`src/pkg/ppc_pkg.sv`:
```
// Purpose: Shared constants for the printer port register front end
// Assumes: Byte-wide host I/O port, 50 MHz system clock
// Notes: Offsets are byte offsets from the configured base address
package ppc_pkg;
    // Port offsets within the eight-byte window
    localparam logic [2:0] OFF_DATA = 3'h0;
    localparam logic [2:0] OFF_STATUS = 3'h1;
    localparam logic [2:0] OFF_CONTROL = 3'h2;
    localparam logic [2:0] OFF_EPP_ADDR = 3'h3;
    localparam logic [2:0] OFF_EPP_DATA0 = 3'h4;
    localparam logic [2:0] OFF_EPP_DATA3 = 3'h7;
    localparam int WINDOW_BYTES = 8;
    // Status bit positions
    localparam int ST_TIMEOUT = 0;
    localparam int ST_FAULT = 3;
    localparam int ST_ONLINE = 4;
    localparam int ST_PAPER = 5;
    localparam int ST_ACK = 6;
    localparam int ST_READY = 7;
    // Control bit positions
    localparam int CT_STROBE = 0;
    localparam int CT_AUTOFEED = 1;
    localparam int CT_PERIPH_RESET = 2;
    localparam int CT_SELECT = 3;
    localparam int CT_IRQ_EN = 4;
    localparam int CT_DIRECTION = 5;
    localparam int CT_WIDTH = 6;
    // Reset values
    localparam logic [7:0] DATA_RESET = 8'h00;
    localparam logic [5:0] CONTROL_RESET = 6'h00;
    // Port modes
    typedef enum logic [1:0] {
        PPC_MODE_PRINTER = 2'b00,
        PPC_MODE_BIDIR = 2'b01,
        PPC_MODE_EPP = 2'b10,
        PPC_MODE_ECP = 2'b11
    } ppc_mode_t;
    // Watchdog timing
    localparam int CLOCK_MHZ = 50;
    localparam int EPP_TIMEOUT_US = 10;
    localparam int EPP_TIMEOUT_CYCLES = EPP_TIMEOUT_US * CLOCK_MHZ;
    localparam int WD_WIDTH = 10;
endpackage

```
`src/rtl/ppc_regs.sv`:
```
// Purpose: Register front end of a PC-compatible printer port
// Assumes: Host strobes are synchronous one-cycle pulses; cable inputs synchronous
// Notes: EPP handshake is reduced to a busy window with a watchdog
// Overview of operation
// - Reset clears data; writes drive lines
// - Data read returns live line levels
// - Status captured at read start, held
// - Timeout bit, EPP only, reset clears
// - Clear mode: on read end or write
// - Write one clears flag; zero ignored
// - Hard reset always clears timeout flag
// - Status bits one, two read zero
// - Bit three shows fault input level
// - Bit four shows online input level
// - Bit five shows paper-out level
// - Bit six shows acknowledge level
// - Bit seven is inverted busy input
// - Reset control bits 0-5; 6,7 zero
// - Strobe pin is inverted control bit 0
// - Autofeed pin is inverted bit 1
// - Init pin follows bit 2 directly
// - Select-in pin is inverted bit 3
// - Enabled ack rising edge raises interrupt
// - Bit five sets direction except printer
// - Decode eight ports; EPP ports EPP-only
// - Status writable in EPP; others RW
// - EPP cycle over 10us aborts, flags
`timescale 1ns/100ps
`default_nettype none
module ppc_regs (
    // Clock and reset
    input wire logic clock_i,
    input wire logic rstn_i,
    // Configuration
    input wire logic [15:0] base_addr_i,
    input wire logic [1:0] mode_i,
    input wire logic timeout_clear_mode_i,
    // Host I/O port
    input wire logic [15:0] host_addr_i,
    input wire logic host_wr_i,
    input wire logic host_rd_i,
    input wire logic host_rd_end_i,
    input wire logic [7:0] host_wdata_i,
    output logic [7:0] host_rdata_o,
    output logic host_hit_o,
    // Cable data lines
    input wire logic [7:0] port_data_lines_i,
    output logic [7:0] port_data_lines_o,
    output logic port_data_lines_oe_o,
    // Cable status inputs
    input wire logic fault_in_level_i,
    input wire logic online_in_level_i,
    input wire logic paper_out_level_i,
    input wire logic ack_in_level_i,
    input wire logic busy_in_i,
    input wire logic epp_wait_low_i,
    // Cable control outputs
    output logic strobe_out_low_o,
    output logic autofeed_out_low_o,
    output logic peripheral_reset_out_o,
    output logic select_request_out_o,
    // Interrupt request and EPP cycle
    output logic port_irq_o,
    output logic epp_busy_o
);
    logic [7:0] port_data_latch_reg;
    logic [5:0] peripheral_control_reg;
    logic timeout_flag_reg;
    logic [7:0] status_hold_reg;
    logic read_active_reg;
    logic ack_prev_reg;
    logic [7:0] epp_latch_reg;
    logic [ppc_pkg::WD_WIDTH-1:0] wd_count_reg;
    logic hit;
    logic [2:0] off;
    logic epp_mode;
    logic epp_reg_sel;
    logic [7:0] status_live;
    logic data_dir_in;
    logic wd_expire;
    logic [16:0] addr_diff;

    localparam logic [ppc_pkg::WD_WIDTH-1:0] WD_LIMIT =
        ppc_pkg::WD_WIDTH'(ppc_pkg::EPP_TIMEOUT_CYCLES - 1);
    localparam logic [16:0] WINDOW_SIZE = 17'(ppc_pkg::WINDOW_BYTES);

    // Window decode; EPP ports vanish outside EPP mode
    assign addr_diff = {1'b0, host_addr_i} - {1'b0, base_addr_i};
    assign off = addr_diff[2:0];
    assign epp_mode = (mode_i == ppc_pkg::PPC_MODE_EPP);
    assign epp_reg_sel = (off >= ppc_pkg::OFF_EPP_ADDR);
    assign hit = (addr_diff < WINDOW_SIZE) && (epp_mode || !epp_reg_sel);
    assign wd_expire = epp_busy_o && (wd_count_reg == WD_LIMIT);

    // Live status byte; bits 1 and 2 have no storage
    always_comb begin
        status_live = 8'h00;
        status_live[ppc_pkg::ST_TIMEOUT] = timeout_flag_reg && epp_mode;
        status_live[ppc_pkg::ST_FAULT] = fault_in_level_i;
        status_live[ppc_pkg::ST_ONLINE] = online_in_level_i;
        status_live[ppc_pkg::ST_PAPER] = paper_out_level_i;
        status_live[ppc_pkg::ST_ACK] = ack_in_level_i;
        status_live[ppc_pkg::ST_READY] = !busy_in_i;
    end

    // Printer mode forces output regardless of the direction bit
    assign data_dir_in = (mode_i != ppc_pkg::PPC_MODE_PRINTER) &&
        peripheral_control_reg[ppc_pkg::CT_DIRECTION];

    // Data latch
    always_ff @(posedge clock_i) begin
        if (!rstn_i) begin
            port_data_latch_reg <= ppc_pkg::DATA_RESET;
        end else if (host_wr_i && hit && off == ppc_pkg::OFF_DATA) begin
            port_data_latch_reg <= host_wdata_i;
        end
    end

    // Control register; top two bits are wired low
    always_ff @(posedge clock_i) begin
        if (!rstn_i) begin
            peripheral_control_reg <= ppc_pkg::CONTROL_RESET;
        end else if (host_wr_i && hit && off == ppc_pkg::OFF_CONTROL) begin
            peripheral_control_reg <= host_wdata_i[ppc_pkg::CT_WIDTH-1:0];
        end
    end

    // EPP cycle: write latches the byte, watchdog bounds the wait on the peripheral
    always_ff @(posedge clock_i) begin
        if (!rstn_i) begin
            epp_busy_o <= 1'b0;
            wd_count_reg <= '0;
            epp_latch_reg <= 8'h00;
        end else if (epp_busy_o) begin
            wd_count_reg <= wd_count_reg + 1'b1;
            if (!epp_wait_low_i || wd_expire) begin
                epp_busy_o <= 1'b0;
            end
        end else if ((host_wr_i || host_rd_i) && hit && epp_reg_sel) begin
            epp_busy_o <= 1'b1;
            wd_count_reg <= '0;
            if (host_wr_i) begin
                epp_latch_reg <= host_wdata_i;
            end
        end
    end

    // Timeout flag; a new timeout wins over a read-end or write clear in the same cycle, reset wins over both
    always_ff @(posedge clock_i) begin
        if (!rstn_i) begin
            timeout_flag_reg <= 1'b0;
        end else if (wd_expire) begin
            timeout_flag_reg <= 1'b1;
        end else if (!timeout_clear_mode_i && host_rd_end_i && read_active_reg) begin
            timeout_flag_reg <= 1'b0;
        end else if (timeout_clear_mode_i && host_wr_i && hit && epp_mode &&
                     off == ppc_pkg::OFF_STATUS && host_wdata_i[ppc_pkg::ST_TIMEOUT]) begin
            timeout_flag_reg <= 1'b0;
        end
    end

    // Status snapshot held for the whole read cycle
    always_ff @(posedge clock_i) begin
        if (!rstn_i) begin
            read_active_reg <= 1'b0;
            status_hold_reg <= 8'h00;
        end else if (host_rd_i && hit && off == ppc_pkg::OFF_STATUS) begin
            read_active_reg <= 1'b1;
            status_hold_reg <= status_live;
        end else if (host_rd_end_i) begin
            read_active_reg <= 1'b0;
        end
    end

    // Read data; registered so the output is a flop
    always_ff @(posedge clock_i) begin
        if (!rstn_i) begin
            host_rdata_o <= 8'h00;
            host_hit_o <= 1'b0;
        end else begin
            host_hit_o <= host_rd_i && hit;
            if (host_rd_i && hit) begin
                unique case (off)
                    ppc_pkg::OFF_DATA: host_rdata_o <= port_data_lines_i;
                    ppc_pkg::OFF_STATUS: host_rdata_o <= status_live;
                    ppc_pkg::OFF_CONTROL: host_rdata_o <= {2'b00, peripheral_control_reg};
                    default: host_rdata_o <= port_data_lines_i;
                endcase
            end else if (!read_active_reg) begin
                host_rdata_o <= 8'h00;
            end
        end
    end

    // Pin drive; EPP byte shown while a cycle runs
    always_ff @(posedge clock_i) begin
        if (!rstn_i) begin
            port_data_lines_o <= 8'h00;
            port_data_lines_oe_o <= 1'b1;
            strobe_out_low_o <= 1'b1;
            autofeed_out_low_o <= 1'b1;
            peripheral_reset_out_o <= 1'b0;
            select_request_out_o <= 1'b1;
        end else begin
            port_data_lines_o <= epp_busy_o ? epp_latch_reg : port_data_latch_reg;
            port_data_lines_oe_o <= !data_dir_in;
            strobe_out_low_o <= !peripheral_control_reg[ppc_pkg::CT_STROBE];
            autofeed_out_low_o <= !peripheral_control_reg[ppc_pkg::CT_AUTOFEED];
            peripheral_reset_out_o <= peripheral_control_reg[ppc_pkg::CT_PERIPH_RESET];
            select_request_out_o <= !peripheral_control_reg[ppc_pkg::CT_SELECT];
        end
    end

    // Interrupt: one-cycle pulse on ack rising edge when enabled
    always_ff @(posedge clock_i) begin
        if (!rstn_i) begin
            ack_prev_reg <= 1'b1; // Idle level of the active-low ack, so no false edge after reset
            port_irq_o <= 1'b0;
        end else begin
            ack_prev_reg <= ack_in_level_i;
            port_irq_o <= peripheral_control_reg[ppc_pkg::CT_IRQ_EN] &&
                ack_in_level_i && !ack_prev_reg;
        end
    end
endmodule // ppc_regs
`default_nettype wire

```
`config.mk`:
```
export PLATFORM = sky130hd
export DESIGN_NAME = ppc_regs
export DESIGN_NICKNAME = d
export VERILOG_FILES = /design/src/pkg/ppc_pkg.sv /design/src/rtl/ppc_regs.sv
export SDC_FILE = /design/constraint.sdc
export NUM_CORES = 1
export LEC_CHECK = 0
export BUFFER_PORTS_ARGS = -buffer_cell sky130_fd_sc_hd__buf_2
export CORE_MARGIN = 2
export CORE_UTILIZATION = 55
export DETAILED_ROUTE_END_ITERATION = 10
export PLACE_DENSITY = 0.82
export SLEW_MARGIN = 20
export SYNTH_ARGS = -nofsm -noshare
export SYNTH_HDL_FRONTEND = slang
export SYNTH_SLANG_ARGS = --single-unit
```
`constraint.sdc`:
```
create_clock -name clock_i -period 7.8 [get_ports clock_i]
set_input_delay 1.56 -clock clock_i [delete_from_list [all_inputs] [get_ports clock_i]]
set_output_delay 1.56 -clock clock_i [all_outputs]
set_load 0.01 [all_outputs]
```
==> Word-level counts from Yosys, hierarchy flattened <==
Index checks and enable logic that the tools add are counted.
{ "word_totals": {"reg_bits": 59, "input_bits": 62, "out_inout_bits": 24, "wordCells": 79} }
{ "classes": {"n_eq_ne": 5, "mux": 14, "n_reduce_logical": 38, "addsub": 2, "bitwise": 1, "n_lt_le_gt_ge": 2} }
{ "op_table": {"columns": ["op", "n"], "rows": [
  ["$mux W8", 3],
  ["$logic_and A1 B1 Y1", 20],
  ["$mux W10", 2],
  ["$lt A17 B4 Y1 const B", 1],
  ["$sub A16 B16 Y17", 1],
  ["$pmux W8 S2", 1],
  ["$add A10 B1 Y10 const B", 1],
  ["$eq A10 B9 Y1 const B", 1],
  ["$logic_not A1 Y1", 9],
  ["$mux W1", 8],
  ["$reduce_bool A2 Y1", 3],
  ["$eq A3 B1 Y1 const B", 1],
  ["$eq A3 B2 Y1 const B", 1],
  ["$ge A3 B2 Y1 const B", 1],
  ["$logic_not A3 Y1", 1],
  ["$logic_or A1 B1 Y1", 3],
  ["$reduce_and A3 Y1", 1],
  ["$reduce_bool A3 Y1", 1],
  ["$eq A2 B2 Y1 const B", 1],
  ["$ne A2 B1 Y1 const B", 1],
  ["$not A1 Y1", 1]
]} }

==> Longest topological paths before layout <==
Gate-level depths: netlist (run 1).
{ "logic_depth": {"ltp_word": 12, "mapped_depth": 13, "mapped_depth_nobuf": 11} }

==> Least setup slack after synthesis (run 1) <==
Ideal clock, no wire load.
{ "synth_path": {"kind": "in2reg", "start": "input host_addr_i[0]", "end": "register wd_count_reg[4] (netlist bit)", "required_time_ns": 7.663, "setup_ns": 0.137, "cell_stages": 11, "n_path_buf": 0, "slack_ns": 3.543, "arrival_ns": 4.120, "cell_sequence": "inv_1 > ha_1 > fa_1 > nand2b_1 > a21o_1 > a31oi_1 > nand4_1 > or3_1 > or3b_4 > nor4_4 > o22ai_1"} }
{ "synth_via": {"elab_chain_len": 8, "word_cells_on_any_way": 9, "cone_classes": "add/sub: 1; order compare: 2; reduce/logical: 6"} }
{ "synth_rtl": {"columns": ["item", "line_no", "text"], "rows": [
  ["start, declared", "ppc_regs.sv:39", "input wire logic [15:0] host_addr_i,"],
  ["$sub A16 B16 Y17 (*)", "ppc_regs.sv:88", "assign addr_diff = {1'b0, host_addr_i} - {1'b0, base_addr_i};"],
  ["branches (longest 5 deep; another with $lt A17 B4 Y1)", null, null],
  ["$logic_and A1 B1 Y1 (*)", "ppc_regs.sv:139", "end else if ((host_wr_i || host_rd_i) && hit && epp_reg_sel) begin"],
  ["$reduce_bool A2 Y1 (no line) (*)", null, null],
  ["end signal, assigned", "ppc_regs.sv:135", "wd_count_reg <= wd_count_reg + 1'b1;"],
  ["end, declared", "ppc_regs.sv:73", "logic [ppc_pkg::WD_WIDTH-1:0] wd_count_reg;"]
]} }
Mark *: on every way between the ends.
A chain may end at the register's enable or synchronous reset.

==> Worst setup path in the final report (run 1) <==
{ "layout_path": {"start": "input base_addr_i[0]", "end": "register host_rdata_o[2]"} }
{ "layout_via": {"elab_chain_len": 7, "word_cells_on_any_way": 12, "cone_classes": "add/sub: 1; order compare: 2; eq/ne: 3; mux: 2; reduce/logical: 4"} }
{ "layout_rtl": {"columns": ["item", "line_no", "text"], "rows": [
  ["start, declared", "ppc_regs.sv:35", "input wire logic [15:0] base_addr_i,"],
  ["$sub A16 B16 Y17 (*)", "ppc_regs.sv:88", null],
  ["branches (longest 6 deep; another with $lt A17 B4 Y1)", null, null],
  ["end signal, assigned", "ppc_regs.sv:184", "ppc_pkg::OFF_DATA: host_rdata_o <= port_data_lines_i;"],
  ["end signal, assigned", "ppc_regs.sv:185", "ppc_pkg::OFF_STATUS: host_rdata_o <= status_live;"],
  ["end signal, assigned", "ppc_regs.sv:186", "ppc_pkg::OFF_CONTROL: host_rdata_o <= {2'b00, peripheral_control_reg};"],
  ["end, declared", "ppc_regs.sv:44", "output logic [7:0] host_rdata_o,"]
]} }
Marked as above.

==> flow_summary_export.csv, run 1 <==
group,metric,value,unit
outcome,status,"finished clean",
min_path,hold_path.class,"reg -> reg",
power,pwr-share-seq,43.2,%
final_layout,finalNonFillerCells,604,
detailed_routing,ant_nets,0,
logic_synthesis,ys_async_sr_fraction,0,%
logic_synthesis,synth_area_per_cell,8.10,µm²
floorplan,row_count,29,
floorplan,io_pins,86,
min_path,hold_depth,1,
power,p_comb_share,21.3,%
clocking,cts_tree,"yes",
final_layout,area_growth,16.9,%
floorplan,die_h,85.1,µm
final_layout,postLayoutCellArea,4230,µm²
logic_synthesis,ys_top_cells_by_count,"nand2_1 (79), dfxtp_1 (59), mux2i_1 (43), inv_1 (26), nor2_1 (24)",
timing,final.period_utilization,57.3,%
worst_setup_path,end_kind,"register",
timing,worst_pin_slew,0.814,ns
flow_run,cap_violations,0,
clocking,hold_buffers,0,
clocking,clockRootBuffer,"clkbuf_8",
floorplan,core,6350,µm²
logic_synthesis,yosysUniqueCellTypes,55,
power,p_switching,205,µW
worst_setup_path,cp_cell_sequence,"buf_2, ha_1, fa_1, nand2b_1, a21o_1, a21oi_1, nor3b_1, or3_1, nor3b_2, nand4_1, mux2i_1",
detailed_routing,drtIter0Drc,113,
logic_synthesis,yosys_warnings,0,
placement,dp_slack,3.01,ns
final_layout,drive_gt1_share,22.2,%
logic_synthesis,ys_seq_elements,59,
timing,rsz0062_at_grt,"false",
placement,place_area,4050,µm²
grt,grt_pass1_vias,3244,
final_layout,largest_reg_flops,10,
placement,hpwl,6240,µm
detailed_routing,drt-total-wl,8270,µm
timing,slew_violations,0,
detailed_routing,drt_drc_violations_left,0,
power,p_int,493,µW
worst_setup_path,reg2reg_setup_slack,5.70,ns
placement,dp.cells,588,
floorplan,die_area,7250,µm²
worst_setup_path,r2r-start,"epp_busy_o",
final_layout,num-nets-final,602,
power,total_power,699,µW
timing,postLayoutSetupSlackWorst,3.33,ns
worst_setup_path,crit_buf_inv,1,
clocking,cts.sinks,59,
logic_synthesis,yosysTopAreaCellShare,32.6,%
timing,fmax,0.224,GHz
final_layout,diodes,0,
placement,gp_congestion,0.853,
clocking,clk_pin_slew,0.06,ns
worst_setup_path,r2r_cells,5,
worst_setup_path,crit_required,8.04,ns
clocking,cts_buffer_depth,2,
grt,grt_overflow,0,
timing,slew-limit-headroom,45.7,%
clocking,cts_resized,0,
worst_setup_path,slowest_delay,0.56,ns
detailed_routing,dr.pass1.iters,4,
logic_synthesis,synthTopCellsByArea,"dfxtp_1 (33%), mux2i_1 (12%), nand2_1 (8.2%)",
power,p_per_area,165,nW/µm²
timing,setup_viol,0,
grt,grt_usage,23.3,%
clocking,clk_latency,0.34,ns
clocking,cts_setup_buffers,0,
worst_setup_path,cp_max_fo,9,
logic_synthesis,yosysMostFrequentCell,"nand2_1",
worst_setup_path,worst_path_max_delay_cell,"nand4_1",
min_path,hold_start,"ack_prev_reg",
worst_setup_path,start_kind,"primary input",
clocking,htree_levels,3,
detailed_routing,vias_per_cell,5.60,
timing,tns,0,ns
logic_synthesis,ys_seq_area_share,32.6,%
logic_synthesis,yosys.area.top_type,"dfxtp_1",
clocking,cts_buffers,9,
power,p_clk_share,35.6,%
timing,period_needed,4.47,ns
grt,grt_pass1_wl,13800,µm
floorplan,initial_utilization,57.0,%
power,p_leak,0.00208,µW
timing,clock_skew,0.00962,ns
floorplan,die_w,85.1,µm
power,netSwitchingFraction,29.4,%
worst_setup_path,arrival,4.71,ns
logic_synthesis,synthesis.area,3620,µm²
logic_synthesis,synthFlopType,"dfxtp_1",
min_path,holdPathEnd,"port_irq_o",
placement,portBuffers,85,
worst_setup_path,crit_type,"in -> reg",
grt,grt_max_degree,67,
worst_setup_path,rr_endpoint,"epp_busy_o",
detailed_routing,wl_per_cell,13.7,µm
detailed_routing,via_count,3385,
final_layout,n_fill_cell,534,
grt,grt_antenna_before_repair,0,
worst_setup_path,cpLargestDelayFamily,"simple AND/OR/NAND/NOR gates",
logic_synthesis,synth_nets,527,
logic_synthesis,synth_edf_count,0,
timing,finalHoldViolations,0,
logic_synthesis,syn_inst,447,
power,ir_drop,0.000193,V
==> cell usage in the layout, fill, tap and decap left out, drive strengths merged, types with 3 or more instances in the layout <==
cell    netlist  layout
ha           17      17
a211oi        3       3
or2           3       3
nand4        13      13
or4           6       6
a21oi        20      20
o21a          6       6
xor2          3       3
o21ai        15      15
nor3         14      14
a31oi         5       5
or3           3       3
nand2b        7       7
buf           9      86
o211ai        6       6
o22ai         4       4
mux2i        43      43
clkbuf       13      12
nand3        20      20
nand2        79      79
mux2          3       3
dfxtp        59      59
nand3b        8       8
inv          26      26
xnor2         3       3
nor2         24      24
a21o          6       6
a22oi         3       3
nor4          3       3
nor2b         5       5
==> worst max-delay path by stage <==
stage | end | start | cells after the start | slack, ns
4_1_cts | host_rdata_o[2] | base_addr_i[0] | 11 | 3.35
3_5_place_dp | host_rdata_o[0] | base_addr_i[0] | 11 | 3.01
6_report | host_rdata_o[2] | base_addr_i[0] | 11 | 3.33
2_1_floorplan | wd_count_reg[4] | host_addr_i[0] | 11 | 3.54
3_3_place_gp | host_rdata_o[3] | base_addr_i[0] | 11 | 3.17
5_1_grt | host_rdata_o[1] | base_addr_i[6] | 11 | 3.11
==> per-layer routing <==
layer / track usage [%] / wire (µm) / share of wire [%] / vias up
met5: 0 / 0 / 0 / -
met4: 5.05 / 80 / 0.97 / 0
met3: 6.03 / 398 / 4.8 / 9
met2: 41.7 / 4120 / 50 / 79
met1: 28.1 / 3670 / 44 / 1562
li1: - / - / - / 1735
==> power groups by stage <==
stage               Clock, µW  Sequential [µW]  Combinational (µW)
floorplan                   0              308                 111
global placement            0              308                 143
detailed placement          0              308                 147
CTS                       250              302                 148
global route              264              301                 166
finish                    248              302                 149
==> through the flow <==
| stage | utilization, % | hold WS [ns] |
|---|---|---|
| after global placement | 63.8 | 0.378 |
| after global routing | 66.7 | 0.408 |
| after floorplan | - | 0.373 |
| after detailed placement | 63.8 | 0.390 |
| after CTS | 66.7 | 0.399 |
| final | 66.7 | 0.398 |
==> worst reg2reg max path: stages (launching register included) <==
cell,delay [ns]
dfxtp_1,0.85
nand2_1,0.17
or4_1,0.42
nor2_1,0.27
nor2_1,0.10
o21a_1,0.18
==> area by class of cell <==
| type | instances | area [µm²] | area share, % |
|---|---|---|---|
| multi-input combinational | 340 | 2250 | 53.0 |
| timing repair buffer | 86 | 433 | 10.2 |
| tap | 77 | 96.3 | 2.28 |
| clock inverter | 4 | 25.0 | 0.591 |
| inverter | 26 | 97.6 | 2.30 |
| sequential | 59 | 1180 | 27.9 |
| clock buffer | 12 | 155 | 3.66 |
==> logic make-up (layout without fill, tap and decap cells) <==
| family | Yosys count | in the layout | share of synthesized area, % |
|---|---|---|---|
| buf+inv | 48 | 128 | 5.36 |
| mux | 46 | 46 | 12.8 |
| xor+xnor | 6 | 6 | 1.66 |
| compound gates | 76 | 76 | 13.7 |
| fa+ha+maj | 18 | 18 | 6.43 |
| simple gates | 194 | 194 | 27.4 |
| flops | 59 | 59 | 32.6 |
(Power assumes the default switching activity.)
==> inputs of run 2 (changes only) <==
--- a/config.mk
+++ b/config.mk
@@ -5,11 +5,12 @@
 export SDC_FILE = /design/constraint.sdc
 export NUM_CORES = 1
 export LEC_CHECK = 0
+export ABC_AREA = 1
 export BUFFER_PORTS_ARGS = -buffer_cell sky130_fd_sc_hd__buf_2
 export CORE_MARGIN = 2
-export CORE_UTILIZATION = 55
+export CORE_UTILIZATION = 49
 export DETAILED_ROUTE_END_ITERATION = 10
-export PLACE_DENSITY = 0.82
+export PLACE_DENSITY = 0.76
 export SLEW_MARGIN = 20
 export SYNTH_ARGS = -nofsm -noshare
 export SYNTH_HDL_FRONTEND = slang
==> constraint.sdc (replaced) <==
create_clock -name clock_i -period 4.07 [get_ports clock_i]
set_input_delay 0.814 -clock clock_i [delete_from_list [all_inputs] [get_ports clock_i]]
set_output_delay 0.814 -clock clock_i [all_outputs]
set_load 0.01 [all_outputs]
==> run 2 against run 1 <==
  * Core utilization down 7.2 points
  * Total power up 110%
  * Largest cell class unchanged
  * Clock power up 140%
  * Critical path type unchanged
  * Highest routed layer unchanged
  * Critical path depth up 6
  * Area after synthesis up 4.4%
  * Die area up 16%
  * Wire length up 18%
  * Non-clock buffer count up 1
  * Setup slack worse by 2.2 ns
==> flow_summary_export.csv, run 2 <==
group,metric,value,unit
timing,rsz0062_at_grt,"false",
logic_synthesis,synth_nets,682,
timing,period_needed,2.99,ns
timing,fmax,0.335,GHz
floorplan,io_pins,86,
placement,hpwl,7550,µm
final_layout,n_fill_cell,753,
final_layout,final_common_cell,"nand2_1",
clocking,cts.sinks,59,
clocking,htree_levels,3,
final_layout,final_cell_mix,"nand2_1 (178), inv_1 (90), buf_2 (85)",
logic_synthesis,synth_top_family_by_area,"simple AND/OR/NAND/NOR gates",
logic_synthesis,ys_seq_elements,59,
logic_synthesis,synth_xor_area_share,0.695,%
logic_synthesis,yosys.area_share.simple,39.2,%
logic_synthesis,synth_area_per_cell,6.28,µm²
clocking,cts_buffer_depth,2,
grt,grt_pass1_vias,3827,
clocking,cts_buffers,9,
detailed_routing,wl_per_cell,12.3,µm
placement,gp_congestion,0.885,
outcome,status,"finished clean",
timing,slew-limit-headroom,53.8,%
floorplan,die_h,91.8,µm
floorplan,initial_utilization,49.7,%
logic_synthesis,synth.area.mux_share,0,%
grt,grt_max_degree,26,
power,p_leak,0.00232,µW
power,total_power,1480,µW
detailed_routing,via_count,4085,
power,ir_drop,0.000166,V
logic_synthesis,yosys.area.top_type,"dfxtp_1",
timing,final.period_utilization,73.4,%
clocking,cts_setup_buffers,0,
logic_synthesis,yosys_warnings,0,
logic_synthesis,ys_async_sr_fraction,0,%
worst_setup_path,end_kind,"register",
timing,tns,0,ns
logic_synthesis,synth_edf_count,0,
grt,grt_overflow,0,
detailed_routing,dr.pass1.iters,4,
clocking,clockRootBuffer,"clkbuf_8",
timing,worst_pin_slew,0.692,ns
logic_synthesis,ys_seq_area_share,31.3,%
clocking,cts_resized,0,
logic_synthesis,yosysUniqueCellTypes,37,
worst_setup_path,cp_max_fo,8,
final_layout,largest_reg_flops,10,
placement,dp_slack,0.754,ns
min_path,hold_path.class,"reg -> reg",
detailed_routing,vias_per_cell,5.14,
timing,setup_viol,0,
logic_synthesis,synthFlopType,"dfxtp_1",
clocking,hold_buffers,0,
detailed_routing,drt-total-wl,9770,µm
timing,slew_violations,0,
worst_setup_path,start_kind,"primary input",
clocking,clk_latency,0.34,ns
final_layout,num-nets-final,768,
logic_synthesis,yosysTopAreaCellShare,31.3,%
logic_synthesis,synthTopCellsByArea,"dfxtp_1 (31%), nand2_1 (18%), inv_1 (8.9%)",
detailed_routing,drtIter0Drc,168,
worst_setup_path,arrival,3.20,ns
timing,finalHoldViolations,0,
final_layout,drive_gt1_share,18.5,%
logic_synthesis,syn_inst,602,
worst_setup_path,crit_type,"in -> reg",
clocking,clk_pin_slew,0.07,ns
floorplan,die_area,8430,µm²
grt,grt_usage,24.0,%
clocking,cts_tree,"yes",
flow_run,cap_violations,0,
logic_synthesis,synthesis.area,3780,µm²
floorplan,row_count,32,
detailed_routing,drt_drc_violations_left,0,
final_layout,area_growth,19.7,%
timing,clock_skew,0.00891,ns
logic_synthesis,yosysMostFrequentCell,"nand2_1",
floorplan,core,7610,µm²
timing,postLayoutSetupSlackWorst,1.08,ns
worst_setup_path,crit_required,4.28,ns
placement,portBuffers,85,
detailed_routing,ant_nets,0,
logic_synthesis,ys_top_cells_by_count,"nand2_1 (178), inv_1 (90), dfxtp_1 (59), a21oi_1 (50), nand3_1 (50)",
final_layout,diodes,0,
logic_synthesis,synth_compound_area_share,11.4,%
grt,grt_pass1_wl,16600,µm
logic_synthesis,synth_adder_area_share,6.16,%
floorplan,die_w,91.8,µm
grt,grt_antenna_before_repair,0,
power,p_per_area,327,nW/µm²
## run 2: cell count changes after synthesis, moves of 6 or more
cell | previous run | this run
nand2b_1 | 7 | 0
inv_1 | 26 | 90
nand2_1 | 79 | 178
o21a_1 | 6 | 0
a21oi_1 | 18 | 50
nor3_1 | 14 | 7
or4_1 | 6 | 0
mux2i_1 | 43 | 0
inv_2 | 0 | 9
nor2_1 | 24 | 48
nand3_1 | 20 | 50
## run 2: stage by stage
stage          utilization [%]  instances  instance area (µm²)  hold WS [ns]
5_1_grt                   59.4        795                 4520         0.412
3_5_place_dp              56.5        779                 4300         0.384
2_1_floorplan                -        602                 3780         0.371
3_3_place_gp              56.5        779                 4300         0.379
4_1_cts                   59.4        795                 4520         0.399
6_report                  59.4        795                 4520         0.403
## run 2: final timing paths
kind | slack, ns | cells past startpoint | start | to
max reg2reg | 2.13 | 3 | epp_busy_o | wd_count_reg[9]
max | 1.08 | 17 | base_addr_i[0] | port_data_latch_reg[2]
min reg2reg | 0.40 | 1 | ack_prev_reg | port_irq_o
min | 0.40 | 1 | ack_prev_reg | port_irq_o
## run 2: kinds of logic after synthesis
logic type / after synthesis
and+or+nand+nor: 330
DFF: 59
buffers and inverters: 112
AOI/OAI and AO/OA: 80
xor gates and xnor gates: 3
adders and majority gates: 18
## run 2: final cells by class
class	instances	area, µm²	share of cell area, %
Tap cell	102	128	2.82
Sequential cell	59	1180	26.1
Clock buffer	9	124	2.74
Inverter	100	375	8.30
Clock inverter	7	100	2.21
Multi-Input combinational cell	431	2170	48.1
Timing Repair Buffer	87	440	9.74
## run 2: power by group
| group | switching, µW | leakage [µW] | internal, µW |
|---|---|---|---|
| Clock | 251 | 0.000114 | 348 |
| Combinational | 196 | 0.00173 | 103 |
| Sequential | 0.132 | 0.000475 | 577 |
## run 2: worst max-delay path, stage by stage
cell and delay (ns):
buf_2 0.10, ha_1 0.21, fa_1 0.40, inv_1 0.12, nand3_1 0.10, nand2_1 0.12, nand2_1 0.09, nand2_2 0.10
nand2_1 0.07, nand2_1 0.09, nand3_1 0.09, nor2_2 0.14, nand4_1 0.13, nor2_1 0.19, nand2_1 0.22, nand2_1 0.12
a21oi_1 0.09
## run 2: metal layers
metal	vias up	track usage (%)	wire (µm)
met3	18	4.68	594
li1	2110	-	-
met5	-	0	0
met1	1831	29.7	4340
met4	0	10.2	201
met2	126	40.7	4630
